==> config.mk <==
export PLATFORM = sky130hd
export DESIGN_NAME = dtc_top
export DESIGN_NICKNAME = d
export VERILOG_FILES = /design/src/common/dtc_pkg.sv /design/src/common/dtc_if.sv /design/src/core/dtc_count_byte.sv /design/src/core/dtc_pin_sampler.sv /design/src/core/dtc_top.sv
export SDC_FILE = /design/constraint.sdc
export NUM_CORES = 1
export LEC_CHECK = 0
export BUFFER_PORTS_ARGS = -buffer_cell sky130_fd_sc_hd__buf_4
export CAP_MARGIN = 10
export CORE_AREA = 2 2 96 98
export DETAILED_ROUTE_END_ITERATION = 7
export DIE_AREA = 0 0 98 100
export GPL_ROUTABILITY_DRIVEN = 0
export HOLD_SLACK_MARGIN = 0.12
export PLACE_DENSITY = 0.68
export SYNTH_ARGS = -nofsm -noshare
export SYNTH_HDL_FRONTEND = slang
export SYNTH_SLANG_ARGS = --single-unit
export TNS_END_PERCENT = 50
==> constraint.sdc <==
create_clock -name CLOCK -period 3.35 [get_ports CLOCK]
set_input_delay 0.1675 -clock CLOCK [delete_from_list [all_inputs] [get_ports CLOCK]]
set_output_delay 0.1675 -clock CLOCK [all_outputs]
set_load 0.05 [all_outputs]
==> src/common/dtc_pkg.sv <==
// constants and types shared by the dual timer/counter
package dtc_pkg;
	localparam logic [7:0] ADDR_TIMER_RUN_AND_FLAG_CONTROL = 8'h88;
	localparam logic [7:0] ADDR_TIMER_MODE_CONTROL = 8'h89;
	localparam logic [7:0] ADDR_ZERO_LOW_BYTE = 8'h8a;
	localparam logic [7:0] ADDR_ONE_LOW_BYTE = 8'h8b;
	localparam logic [7:0] ADDR_ZERO_HIGH_BYTE = 8'h8c;
	localparam logic [7:0] ADDR_ONE_HIGH_BYTE = 8'h8d;
	localparam logic [7:0] RESET_RUN_AND_FLAG = 8'h00;
	localparam logic [7:0] RESET_MODE = 8'h00;
	localparam logic [7:0] RESET_COUNT = 8'h00;
	localparam logic [7:0] READ_UNMAPPED = 8'h00;
	// control register field positions
	localparam int BIT_ONE_OVERFLOW_FLAG = 7;
	localparam int BIT_ONE_RUN_BIT = 6;
	localparam int BIT_ZERO_OVERFLOW_FLAG = 5;
	localparam int BIT_ZERO_RUN_BIT = 4;
	localparam int BIT_EXT_IRQ_ONE_FLAG = 3;
	localparam int BIT_EXT_IRQ_ONE_TYPE = 2;
	localparam int BIT_EXT_IRQ_ZERO_FLAG = 1;
	localparam int BIT_EXT_IRQ_ZERO_TYPE = 0;
	// mode register field positions
	localparam int BIT_ONE_GATE = 7;
	localparam int BIT_ONE_COUNTER_SELECT = 6;
	localparam int BIT_ONE_MODE_HIGH = 5;
	localparam int BIT_ONE_MODE_LOW = 4;
	localparam int BIT_ZERO_GATE = 3;
	localparam int BIT_ZERO_COUNTER_SELECT = 2;
	localparam int BIT_ZERO_MODE_HIGH = 1;
	localparam int BIT_ZERO_MODE_LOW = 0;
	// machine cycle timing
	localparam int OSC_PERIOD_NS = 20;
	localparam int OSC_PER_MCYCLE = 6;
	localparam int MCYCLE_NS = OSC_PERIOD_NS * OSC_PER_MCYCLE;
	localparam int MCYCLE_CLOCKS = MCYCLE_NS / OSC_PERIOD_NS;
	localparam logic [2:0] MCYCLE_LAST = 3'(MCYCLE_CLOCKS - 1);
	localparam logic [2:0] MCYCLE_ZERO = 3'h0;
	localparam logic [4:0] PRESCALE_ALL_ONES = 5'h1f;
	localparam logic [7:0] BYTE_ALL_ONES = 8'hff;
	typedef enum logic [1:0] {
		DTC_MODE_13BIT = 2'h0,
		DTC_MODE_16BIT = 2'h1,
		DTC_MODE_RELOAD = 2'h2,
		DTC_MODE_SPLIT = 2'h3
	} dtc_mode_type;
endpackage : dtc_pkg

==> src/common/dtc_if.sv <==
// carriers between the timer core and its count bytes and samplers
`timescale 1ns/100ps
`default_nettype none
interface dtc_cnt_if;
	logic wr;
	logic [7:0] wdata;
	logic inc;
	logic load;
	logic [7:0] load_val;
	logic wrap5;
	logic [7:0] value;
	logic carry;
	modport ctl (output wr, wdata, inc, load, load_val, wrap5,
		input value, carry);
	modport cnt (input wr, wdata, inc, load, load_val, wrap5,
		output value, carry);
endinterface : dtc_cnt_if

interface dtc_smp_if;
	logic mtick;
	logic pin;
	logic sample;
	logic fall;
	logic low;
	modport ctl (output mtick, pin, input sample, fall, low);
	modport smp (input mtick, pin, output sample, fall, low);
endinterface : dtc_smp_if
`default_nettype wire

==> src/core/dtc_count_byte.sv <==
// one 8-bit count byte with write, reload and increment
`timescale 1ns/100ps
`default_nettype none
module dtc_count_byte
	import dtc_pkg::*;
(
	input wire logic clk,
	input wire logic rst,
	dtc_cnt_if.cnt bus
);
	logic [7:0] value;
	wire logic low_wrap = (value[4:0] == PRESCALE_ALL_ONES);
	wire logic full_wrap = (value == BYTE_ALL_ONES);

	// software write beats any count in the same cycle
	always_ff @(posedge clk or posedge rst) begin
		if (rst) begin
			value <= RESET_COUNT;
		end else if (bus.wr) begin
			value <= bus.wdata;
		end else if (bus.load) begin
			value <= bus.load_val;
		end else if (bus.inc) begin
			value <= value + 8'h01;
		end
	end

	assign bus.value = value;
	// a wrap that a software write overrides never happened
	assign bus.carry = bus.inc & ~bus.wr &
		(bus.wrap5 ? low_wrap : full_wrap);
endmodule : dtc_count_byte
`default_nettype wire

==> src/core/dtc_pin_sampler.sv <==
// once-per-machine-cycle pin sampler with fall and low detection
`timescale 1ns/100ps
`default_nettype none
module dtc_pin_sampler
	import dtc_pkg::*;
(
	input wire logic clk,
	input wire logic rst,
	dtc_smp_if.smp bus
);
	logic sample;
	logic fall;
	logic low;

	always_ff @(posedge clk or posedge rst) begin
		if (rst) begin
			sample <= 1'b1;
			fall <= 1'b0;
			low <= 1'b0;
		end else begin
			fall <= bus.mtick & sample & ~bus.pin;
			low <= bus.mtick & ~bus.pin;
			if (bus.mtick) begin
				sample <= bus.pin;
			end
		end
	end

	assign bus.sample = sample;
	assign bus.fall = fall;
	assign bus.low = low;
endmodule : dtc_pin_sampler
`default_nettype wire

==> src/core/dtc_top.sv <==
// dual timer/counter with run/flag and mode control registers
`timescale 1ns/100ps
`default_nettype none
module dtc_top
	import dtc_pkg::*;
(
	input wire logic CLOCK,
	input wire logic SYS_RST,
	input wire logic [7:0] SFR_ADDR,
	input wire logic SFR_WR,
	input wire logic [7:0] SFR_WDATA,
	input wire logic SFR_BIT_WR,
	input wire logic [2:0] SFR_BIT_SEL,
	input wire logic SFR_BIT_VAL,
	output logic [7:0] SFR_RDATA,
	input wire logic ZERO_COUNT_PIN,
	input wire logic ONE_COUNT_PIN,
	input wire logic EXT_IRQ_ZERO_PIN_N,
	input wire logic EXT_IRQ_ONE_PIN_N,
	input wire logic ACK_ZERO_TIMER,
	input wire logic ACK_ONE_TIMER,
	input wire logic ACK_EXT_ZERO,
	input wire logic ACK_EXT_ONE,
	output logic ZERO_TIMER_IRQ,
	output logic ONE_TIMER_IRQ,
	output logic EXT_ZERO_IRQ,
	output logic EXT_ONE_IRQ,
	output logic ONE_OVERFLOW_PULSE
);
	logic [7:0] run_flag;
	logic [7:0] mode_reg;
	logic [2:0] div;
	logic mtick;
	logic one_ovf_pulse;
	logic [7:0] rdata;

	dtc_cnt_if zl ();
	dtc_cnt_if zh ();
	dtc_cnt_if ol ();
	dtc_cnt_if oh ();
	dtc_smp_if zc ();
	dtc_smp_if oc ();
	dtc_smp_if ze ();
	dtc_smp_if oe ();

	dtc_count_byte u_zero_low (.clk(CLOCK), .rst(SYS_RST), .bus(zl));
	dtc_count_byte u_zero_high (.clk(CLOCK), .rst(SYS_RST), .bus(zh));
	dtc_count_byte u_one_low (.clk(CLOCK), .rst(SYS_RST), .bus(ol));
	dtc_count_byte u_one_high (.clk(CLOCK), .rst(SYS_RST), .bus(oh));
	dtc_pin_sampler u_zero_cnt (.clk(CLOCK), .rst(SYS_RST), .bus(zc));
	dtc_pin_sampler u_one_cnt (.clk(CLOCK), .rst(SYS_RST), .bus(oc));
	dtc_pin_sampler u_zero_ext (.clk(CLOCK), .rst(SYS_RST), .bus(ze));
	dtc_pin_sampler u_one_ext (.clk(CLOCK), .rst(SYS_RST), .bus(oe));

	// machine cycle enable
	always_ff @(posedge CLOCK or posedge SYS_RST) begin
		if (SYS_RST) begin
			div <= MCYCLE_ZERO;
			mtick <= 1'b0;
		end else begin
			mtick <= (div == MCYCLE_LAST);
			div <= (div == MCYCLE_LAST) ? MCYCLE_ZERO : div + 3'h1;
		end
	end

	assign zc.mtick = mtick;
	assign oc.mtick = mtick;
	assign ze.mtick = mtick;
	assign oe.mtick = mtick;
	assign zc.pin = ZERO_COUNT_PIN;
	assign oc.pin = ONE_COUNT_PIN;
	assign ze.pin = EXT_IRQ_ZERO_PIN_N;
	assign oe.pin = EXT_IRQ_ONE_PIN_N;

	// mode register fields
	wire dtc_mode_type zero_mode = dtc_mode_type'(
		{mode_reg[BIT_ZERO_MODE_HIGH], mode_reg[BIT_ZERO_MODE_LOW]});
	wire dtc_mode_type one_mode = dtc_mode_type'(
		{mode_reg[BIT_ONE_MODE_HIGH], mode_reg[BIT_ONE_MODE_LOW]});
	wire logic zero_gate = mode_reg[BIT_ZERO_GATE];
	wire logic one_gate = mode_reg[BIT_ONE_GATE];
	wire logic zero_ct = mode_reg[BIT_ZERO_COUNTER_SELECT];
	wire logic one_ct = mode_reg[BIT_ONE_COUNTER_SELECT];
	wire logic zero_run_bit = run_flag[BIT_ZERO_RUN_BIT];
	wire logic one_run_bit = run_flag[BIT_ONE_RUN_BIT];
	wire logic zero_split = (zero_mode == DTC_MODE_SPLIT);
	wire logic one_split = (one_mode == DTC_MODE_SPLIT);

	// gating: the run bit only enables, it never clears the count
	wire logic zero_run = zero_run_bit &
		(~zero_gate | EXT_IRQ_ZERO_PIN_N);
	// timer 0 split mode borrows the timer 1 run bit for its high byte
	wire logic one_run = (zero_split | one_run_bit) &
		(~one_gate | EXT_IRQ_ONE_PIN_N) & ~one_split;
	wire logic zero_src = zero_ct ? zc.fall : mtick;
	wire logic one_src = one_ct ? oc.fall : mtick;
	wire logic zero_en = zero_run & zero_src;
	wire logic one_en = one_run & one_src;

	// timer 0 low byte
	assign zl.inc = zero_en;
	assign zl.wrap5 = (zero_mode == DTC_MODE_13BIT);
	assign zl.load = (zero_mode == DTC_MODE_RELOAD) & zl.carry;
	assign zl.load_val = zh.value;

	// timer 0 high byte: cascade, idle in reload, cycle timer in split
	wire logic zh_cascade = (zero_mode == DTC_MODE_13BIT) |
		(zero_mode == DTC_MODE_16BIT);
	assign zh.inc = zh_cascade ? zl.carry :
		(zero_split & one_run_bit & mtick);
	assign zh.wrap5 = 1'b0;
	assign zh.load = 1'b0;
	assign zh.load_val = RESET_COUNT;

	// timer 1 bytes
	wire logic oh_cascade = (one_mode == DTC_MODE_13BIT) |
		(one_mode == DTC_MODE_16BIT);
	assign ol.inc = one_en;
	assign ol.wrap5 = (one_mode == DTC_MODE_13BIT);
	assign ol.load = (one_mode == DTC_MODE_RELOAD) & ol.carry;
	assign ol.load_val = oh.value;
	assign oh.inc = oh_cascade & ol.carry;
	assign oh.wrap5 = 1'b0;
	assign oh.load = 1'b0;
	assign oh.load_val = RESET_COUNT;

	// overflow events
	wire logic zero_ovf = zh_cascade ? zh.carry : zl.carry;
	wire logic one_ovf = oh_cascade ? oh.carry : ol.carry;
	// with timer 0 split, timer 1 overflows raise no flag
	wire logic set_one_flag = zero_split ? zh.carry : one_ovf;

	// software writes to count bytes
	wire logic wr_zl = SFR_WR & (SFR_ADDR == ADDR_ZERO_LOW_BYTE);
	wire logic wr_zh = SFR_WR & (SFR_ADDR == ADDR_ZERO_HIGH_BYTE);
	wire logic wr_ol = SFR_WR & (SFR_ADDR == ADDR_ONE_LOW_BYTE);
	wire logic wr_oh = SFR_WR & (SFR_ADDR == ADDR_ONE_HIGH_BYTE);
	assign zl.wr = wr_zl;
	assign zh.wr = wr_zh;
	assign ol.wr = wr_ol;
	assign oh.wr = wr_oh;
	assign zl.wdata = SFR_WDATA;
	assign zh.wdata = SFR_WDATA;
	assign ol.wdata = SFR_WDATA;
	assign oh.wdata = SFR_WDATA;

	// control register: byte write or single bit write
	wire logic wr_ctl_byte = SFR_WR &
		(SFR_ADDR == ADDR_TIMER_RUN_AND_FLAG_CONTROL);
	wire logic wr_mode = SFR_WR & (SFR_ADDR == ADDR_TIMER_MODE_CONTROL);
	wire logic [7:0] bit_mask = SFR_BIT_WR ?
		(8'h01 << SFR_BIT_SEL) : 8'h00;
	wire logic [7:0] wr_mask = wr_ctl_byte ? 8'hff : bit_mask;
	wire logic [7:0] wr_val = wr_ctl_byte ? SFR_WDATA : {8{SFR_BIT_VAL}};
	wire logic [7:0] after_sw = (run_flag & ~wr_mask) |
		(wr_val & wr_mask);

	// external interrupt triggers
	wire logic ext_zero_set = run_flag[BIT_EXT_IRQ_ZERO_TYPE] ?
		ze.fall : ze.low;
	wire logic ext_one_set = run_flag[BIT_EXT_IRQ_ONE_TYPE] ?
		oe.fall : oe.low;

	wire logic [7:0] ack_mask = {ACK_ONE_TIMER, 1'b0, ACK_ZERO_TIMER,
		1'b0, ACK_EXT_ONE, 1'b0, ACK_EXT_ZERO, 1'b0};
	wire logic [7:0] set_mask = {set_one_flag, 1'b0, zero_ovf, 1'b0,
		ext_one_set, 1'b0, ext_zero_set, 1'b0};
	// a hardware set always beats a clear in the same cycle
	wire logic [7:0] next_run_flag = (after_sw & ~ack_mask) |
		set_mask;

	always_ff @(posedge CLOCK or posedge SYS_RST) begin
		if (SYS_RST) begin
			run_flag <= RESET_RUN_AND_FLAG;
		end else begin
			run_flag <= next_run_flag;
		end
	end

	always_ff @(posedge CLOCK or posedge SYS_RST) begin
		if (SYS_RST) begin
			mode_reg <= RESET_MODE;
		end else if (wr_mode) begin
			mode_reg <= SFR_WDATA;
		end
	end

	// baud pulse follows timer 1 even when its flag is taken over
	always_ff @(posedge CLOCK or posedge SYS_RST) begin
		if (SYS_RST) begin
			one_ovf_pulse <= 1'b0;
		end else begin
			one_ovf_pulse <= one_ovf;
		end
	end

	// read mux, registered so data is stable one cycle after address
	wire logic [7:0] read_mux =
		(SFR_ADDR == ADDR_TIMER_RUN_AND_FLAG_CONTROL) ? run_flag :
		(SFR_ADDR == ADDR_TIMER_MODE_CONTROL) ? mode_reg :
		(SFR_ADDR == ADDR_ZERO_LOW_BYTE) ? zl.value :
		(SFR_ADDR == ADDR_ZERO_HIGH_BYTE) ? zh.value :
		(SFR_ADDR == ADDR_ONE_LOW_BYTE) ? ol.value :
		(SFR_ADDR == ADDR_ONE_HIGH_BYTE) ? oh.value : READ_UNMAPPED;

	always_ff @(posedge CLOCK or posedge SYS_RST) begin
		if (SYS_RST) begin
			rdata <= READ_UNMAPPED;
		end else begin
			rdata <= read_mux;
		end
	end

	assign SFR_RDATA = rdata;
	assign ZERO_TIMER_IRQ = run_flag[BIT_ZERO_OVERFLOW_FLAG];
	assign ONE_TIMER_IRQ = run_flag[BIT_ONE_OVERFLOW_FLAG];
	assign EXT_ZERO_IRQ = run_flag[BIT_EXT_IRQ_ZERO_FLAG];
	assign EXT_ONE_IRQ = run_flag[BIT_EXT_IRQ_ONE_FLAG];
	assign ONE_OVERFLOW_PULSE = one_ovf_pulse;
endmodule : dtc_top
`default_nettype wire

# Yosys cells after proc, flatten, opt, wreduce, memory -nomap -nowiden
# Cells that the tools add are included.
# totals
register_bits	71
inputBits	32
output_inout_bits	13
elab_cells	138
# classes
add_sub_neg	5
n_eq_ne	19
shift	1
muxes	30
bitwise_logic	57
n_reduce_logical	6
# ops
cell	count
2-to-1 mux 8 bit	19
equality test 8 bit (second input constant)	10
bitwise AND 1 bit	34
adder 8 x 1 -> 8 bit (second input constant)	4
bitwise AND 8 bit	3
inverter 8 bit	2
bitwise OR 8 bit	2
inverter 1 bit	11
equality test 5 bit (second input constant)	2
2-to-1 mux 1 bit	10
equality test 2 bit (second input constant)	4
left shift 1 x 3 -> 8 bit (first input constant)	1
nonzero test 3 bit	2
bitwise OR 1 bit	5
equality test 2 x 1 -> 1 bit (second input constant)	2
logical NOT 2 bit	2
nonzero test 2 bit	2
adder 3 x 1 -> 3 bit (second input constant)	1
equality test 3 bit (second input constant)	1
2-to-1 mux 3 bit	1

# Depth between registers and ports, before layout
# logic_depth
word_depth	13
depth_mapped	8
depth_no_buf	8

# Modules after synthesis
# Synthesis repeated with hierarchy kept, for this count alone.
# unflattened
hier_cells	513
area_unflattened_um2	4837.1
# modules_own_cells
mod	n_inst	cells_each	area_per_inst_um2	seq_area_each_um2
dtc_count_byte (u_one_high ...)	3	77	658.1	200.2
dtc_top	1	176	1757.9	725.7
dtc_count_byte (u_one_low)	1	78	659.4	200.2
dtc_pin_sampler	4	7	111.4	76.3

# Least setup slack after synthesis
# Ideal clock, no wire load.
# synth_path
kind	reg-to-reg
start	reg u_zero_low.value[0] (netlist: u_zero_low.bus.value[0])
end	reg u_zero_high.value[3] (netlist: u_zero_high.bus.value[3])
setup_time_ns	0.082
arrival_ns	2.023
required_ns	3.268
path_slack_ns	1.245
path_stages_with_launch	9
n_path_buf	1
period_less_slack_ns	2.105
cell_sequence	dfrtp_1 ha_1 and3_1 ha_1 a2bb2oi_1 o41a_1 buf_4 or3_1 a31oi_1
# synth_between
elab_chain_len	5
elab_cells_between_ends	6
cone_classes	eq/ne: 2; mux: 2; bitwise: 1; reduce/logical: 1
# synth_lines
element	line	source
start, declared	dtc_count_byte.sv:11	logic [7:0] value;
start signal, assigned	dtc_count_byte.sv:20	value <= bus.wdata;
start signal, assigned	dtc_count_byte.sv:22	value <= bus.load_val;
start signal, assigned	dtc_count_byte.sv:24	value <= value + 8'h01;
equality test 8 bit or equality test 5 bit (tied branches)	dtc_count_byte.sv:13, dtc_count_byte.sv:12	
2-to-1 mux 1 bit *	dtc_count_byte.sv:31	(bus.wrap5 ? low_wrap : full_wrap);
bitwise AND 1 bit *	dtc_count_byte.sv:30	assign bus.carry = bus.inc & ~bus.wr &
2-to-1 mux 1 bit *	dtc_top.sv:109	assign zh.inc = zh_cascade ? zl.carry :
nonzero test 2 bit (no source line) *	--	
end signal, assigned	dtc_count_byte.sv:20	
end signal, assigned	dtc_count_byte.sv:22	
end signal, assigned	dtc_count_byte.sv:24	
end, declared	dtc_count_byte.sv:11	
# Mark *: on every way between the ends. The rest lies on a longest branch, timed or not.
# A chain may end at the register's enable or synchronous reset.

# Worst setup path in the final report
# layout_path
start	reg u_zero_low.value[0] (netlist: u_zero_low.bus.value[0])
end	reg u_zero_high.value[6] (netlist: u_zero_high.bus.value[6])
# The elaborated chain is that of the path after synthesis.

==> impl_results.md <==
* Status: finished clean
* Critical Path End Type: register
* Clock share of power at 0.324
* Yosys Warn Count at 0
* Final Max Slew Viols at 0
* Die Y at 100 um
* XOR/XNOR share of the synthesized area at 0.0246
* Antenna-violating nets left at 0
* Worst Path Arrival at 2.80 ns
* Top_reg_cell synth: dfrtp_1
* Clk Latency, worst-skew pair at 0.36 ns
* Nets@finish at 554
* Input/output buffers at 44
* Largest area contributor in the netlist: dfrtp_1
* IO Count at 45
* EDFF count, synth at 0
* RSZ-0062 raised after global routing: no
* Nets in the synthesized netlist at 499
* Routed vias at 3986
* Post-synth top area share at 0.392
* Peak supply drop at 0.000195 V
* Leak at 2.13 nW
* Crit-path max FO at 14
* Largest family of logic cells by synthesized area: simple AND/OR/NAND/NOR gates
* Fmax at 0.397 GHz
* Synth area leaders: dfrtp_1, mux2i_1, nor2_1
* Most common cell in the synthesized netlist: dfrtp_1
* CP peak stage delay at 0.60 ns
* Flop pwr share at 0.494
* Overflow left after global routing at 0
* CP cell instances: ha_1 > and3_1 > ha_1 > a2bb2oi_1 > o41a_1 > or4_1 > a31oi_1
* Clk sinks at 71
* Synthesized area at 4280 um^2
* Avg Inst Size Synth at 9.28 um^2
* Worst-path clk slew at 0.09 ns
* Pre-CTS WS at 0.903 ns
* Post-synthesis adder-cell area fraction at 0.0175
* Post-synthesis register bit count at 71
* Power share of the combinational group at 0.182
* ANT cells at 0
* Required time worst endpoint at 3.63 ns
* Setup Buffers After CTS at 0
* Skew final at 0.0117 ns
* Sequential share of the synthesized area at 0.416
* Switching Share at 0.320
* Vias per cell at 6.31
* Routed len/inst at 19.4 um
* Critical setup path kind: reg2reg
* Netlist cell types at 66
* CTS root buf: clkbuf_8
* Cell area power density at 440 nW/um^2
* NetSw at 712 uW
* Fin Setup TNS at 0 ns
* Min Tclk post-route at 2.52 ns
* Post-synthesis mux area share at 0.0866
* Share of layout cells above drive strength 1 at 0.175
* # rows at 35
* Vias in the first global route at 3691
* Critical path's most frequent cell: ha_1
* Initial antenna violation count at 0
* DRC Markers at 0
* Core area at 8890 um^2
* Post-Synthesis Cells at 461
* Period Utilization, post-route at 0.752
* Die area at 9800 um^2
* Slowest CP cell: o41a_1
* Relative slew slack at 0.473
* Crit path launch type: register
* Initial core utilization at 0.481
* Int Pwr at 1.51 mW
* Final Hold Fails at 0
* Synth Area in Compound Gates at 0.174
* Total CTS buffers at 9
* # setup viols final at 0
* DR iter-0 viols at 330
* Largest net degree at the start of global routing at 31
* Synth-to-Final Area Change at 18.3%
* DR pass1 iterations at 5
* Actual slew at the worst max-slew pin at 0.786 ns
* Top cells by count, synth: dfrtp_1, nor2_1, nand2_1
* Clk buf depth at 2
* Fraction of registers with async set/reset at 1.00
* Post-Synth Simple-Gate Area at 0.247
* Die width at 98 um
* Max Cap Violations at 0
* Drt total wl at 12300 um
* Reg area at 1780 um^2
* Final worst slack at 0.831 ns
* Wire length of the first global-routing pass at 19800 um
* Fillers at 784
* Multi-input logic area at 2350 um^2
* Min-delay worst type: in2reg
* H-tree Lvls at 3
* DPL Wire Length at 8620 um
* GRT Util Overall at 0.259
* CTS tree: done
==> metal layers <==
metal / up-vias / track usage / share of wire
met4: 0 / 0.0844 / 0.025
li1: 1833 / - / -
met5: - / 0 / 0
met3: 35 / 0.0446 / 0.078
met1: 1931 / 0.385 / 0.45
met2: 187 / 0.386 / 0.44
==> timing repair <==
item | 4_1_cts | 5_1_grt
endpoints found under the hold margin | 42 | 0
gates resized for setup | 0 | 0
hold buffers | 16 | 0
==> logic make-up (layout without fill, tap and decap cells) <==
kind of cell,after synthesis,count (layout)
AOI/OAI and AO/OA,119,119
xor gates and xnor gates,12,12
adders and majority gates,6,6
buffers and inverters,34,94
DFF,71,71
muxes,35,35
and+or+nand+nor,184,184
==> metrics by stage <==
step           power [mW]  hold WS, ns  std cells   util  cell area, um^2
3_5_place_dp         1.49        0.229        600  0.528             4700
4_1_cts              2.23        0.152        632  0.569             5060
2_1_floorplan        1.33        0.233        461      -             4280
5_1_grt              2.34        0.162        632  0.569             5060
6_report             2.23        0.158        632  0.569             5060
3_3_place_gp         1.47        0.214        600  0.528             4700
==> layout make-up <==
cell class                 count  share of cell area
timing repair buffer          67               0.107
inverter                      11             0.00816
sequential                    71               0.352
tap                          111              0.0274
clock buffer                  10              0.0272
multi-input combinational    356               0.464
clock inverter                 6              0.0136
==> final timing paths <==
path                                          from                       end  slack, ns  cells after the start
min in group asynchronous                  SYS_RST                    div[2]       0.38                      3
hold reg to reg                             div[2]                    div[1]       0.46                      1
setup reg to reg           u_zero_low.bus.value[0]  u_zero_high.bus.value[6]       0.83                      7
max in group asynchronous                  SYS_RST   u_one_high.bus.value[4]       2.15                      4
setup / recovery           u_zero_low.bus.value[0]  u_zero_high.bus.value[6]       0.83                      7
hold / removal                         SFR_BIT_VAL                  register       0.16                      3
==> critical path: cells and delay by family (launching register included) <==
| kind | cells | cell delay, ns |
|---|---|---|
| AO/OA/AOI/OAI | 3 | 0.85 |
| AND/OR/NAND/NOR | 2 | 0.74 |
| adder cells (fa/ha/maj) | 2 | 0.44 |
| flip-flops | 1 | 0.42 |
==> power groups by stage <==
| stage | combinational (mW) | clock [mW] | sequential, mW |
|---|---|---|---|
| after floorplan | 0.265 | 0 | 1.07 |
| after global placement | 0.373 | 0 | 1.10 |
| after detailed placement | 0.383 | 0 | 1.11 |
| after CTS | 0.401 | 0.733 | 1.09 |
| after global routing | 0.449 | 0.779 | 1.11 |
| final | 0.405 | 0.721 | 1.10 |
==> cells in the final DEF (no fill, tap or decap), drive strengths merged, types with 10 or more instances in the layout <==
master	instances
a21oi	31
a31oi	12
and3	14
buf	51
clkbuf	10
dfrtp	67
dlygate4sd3	16
inv	12
mux2	16
mux2i	19
nand2	35
nand3	22
nand4	10
nor2	44
o21ai	33
xnor2	11
Power figures use the tool's default switching activity.
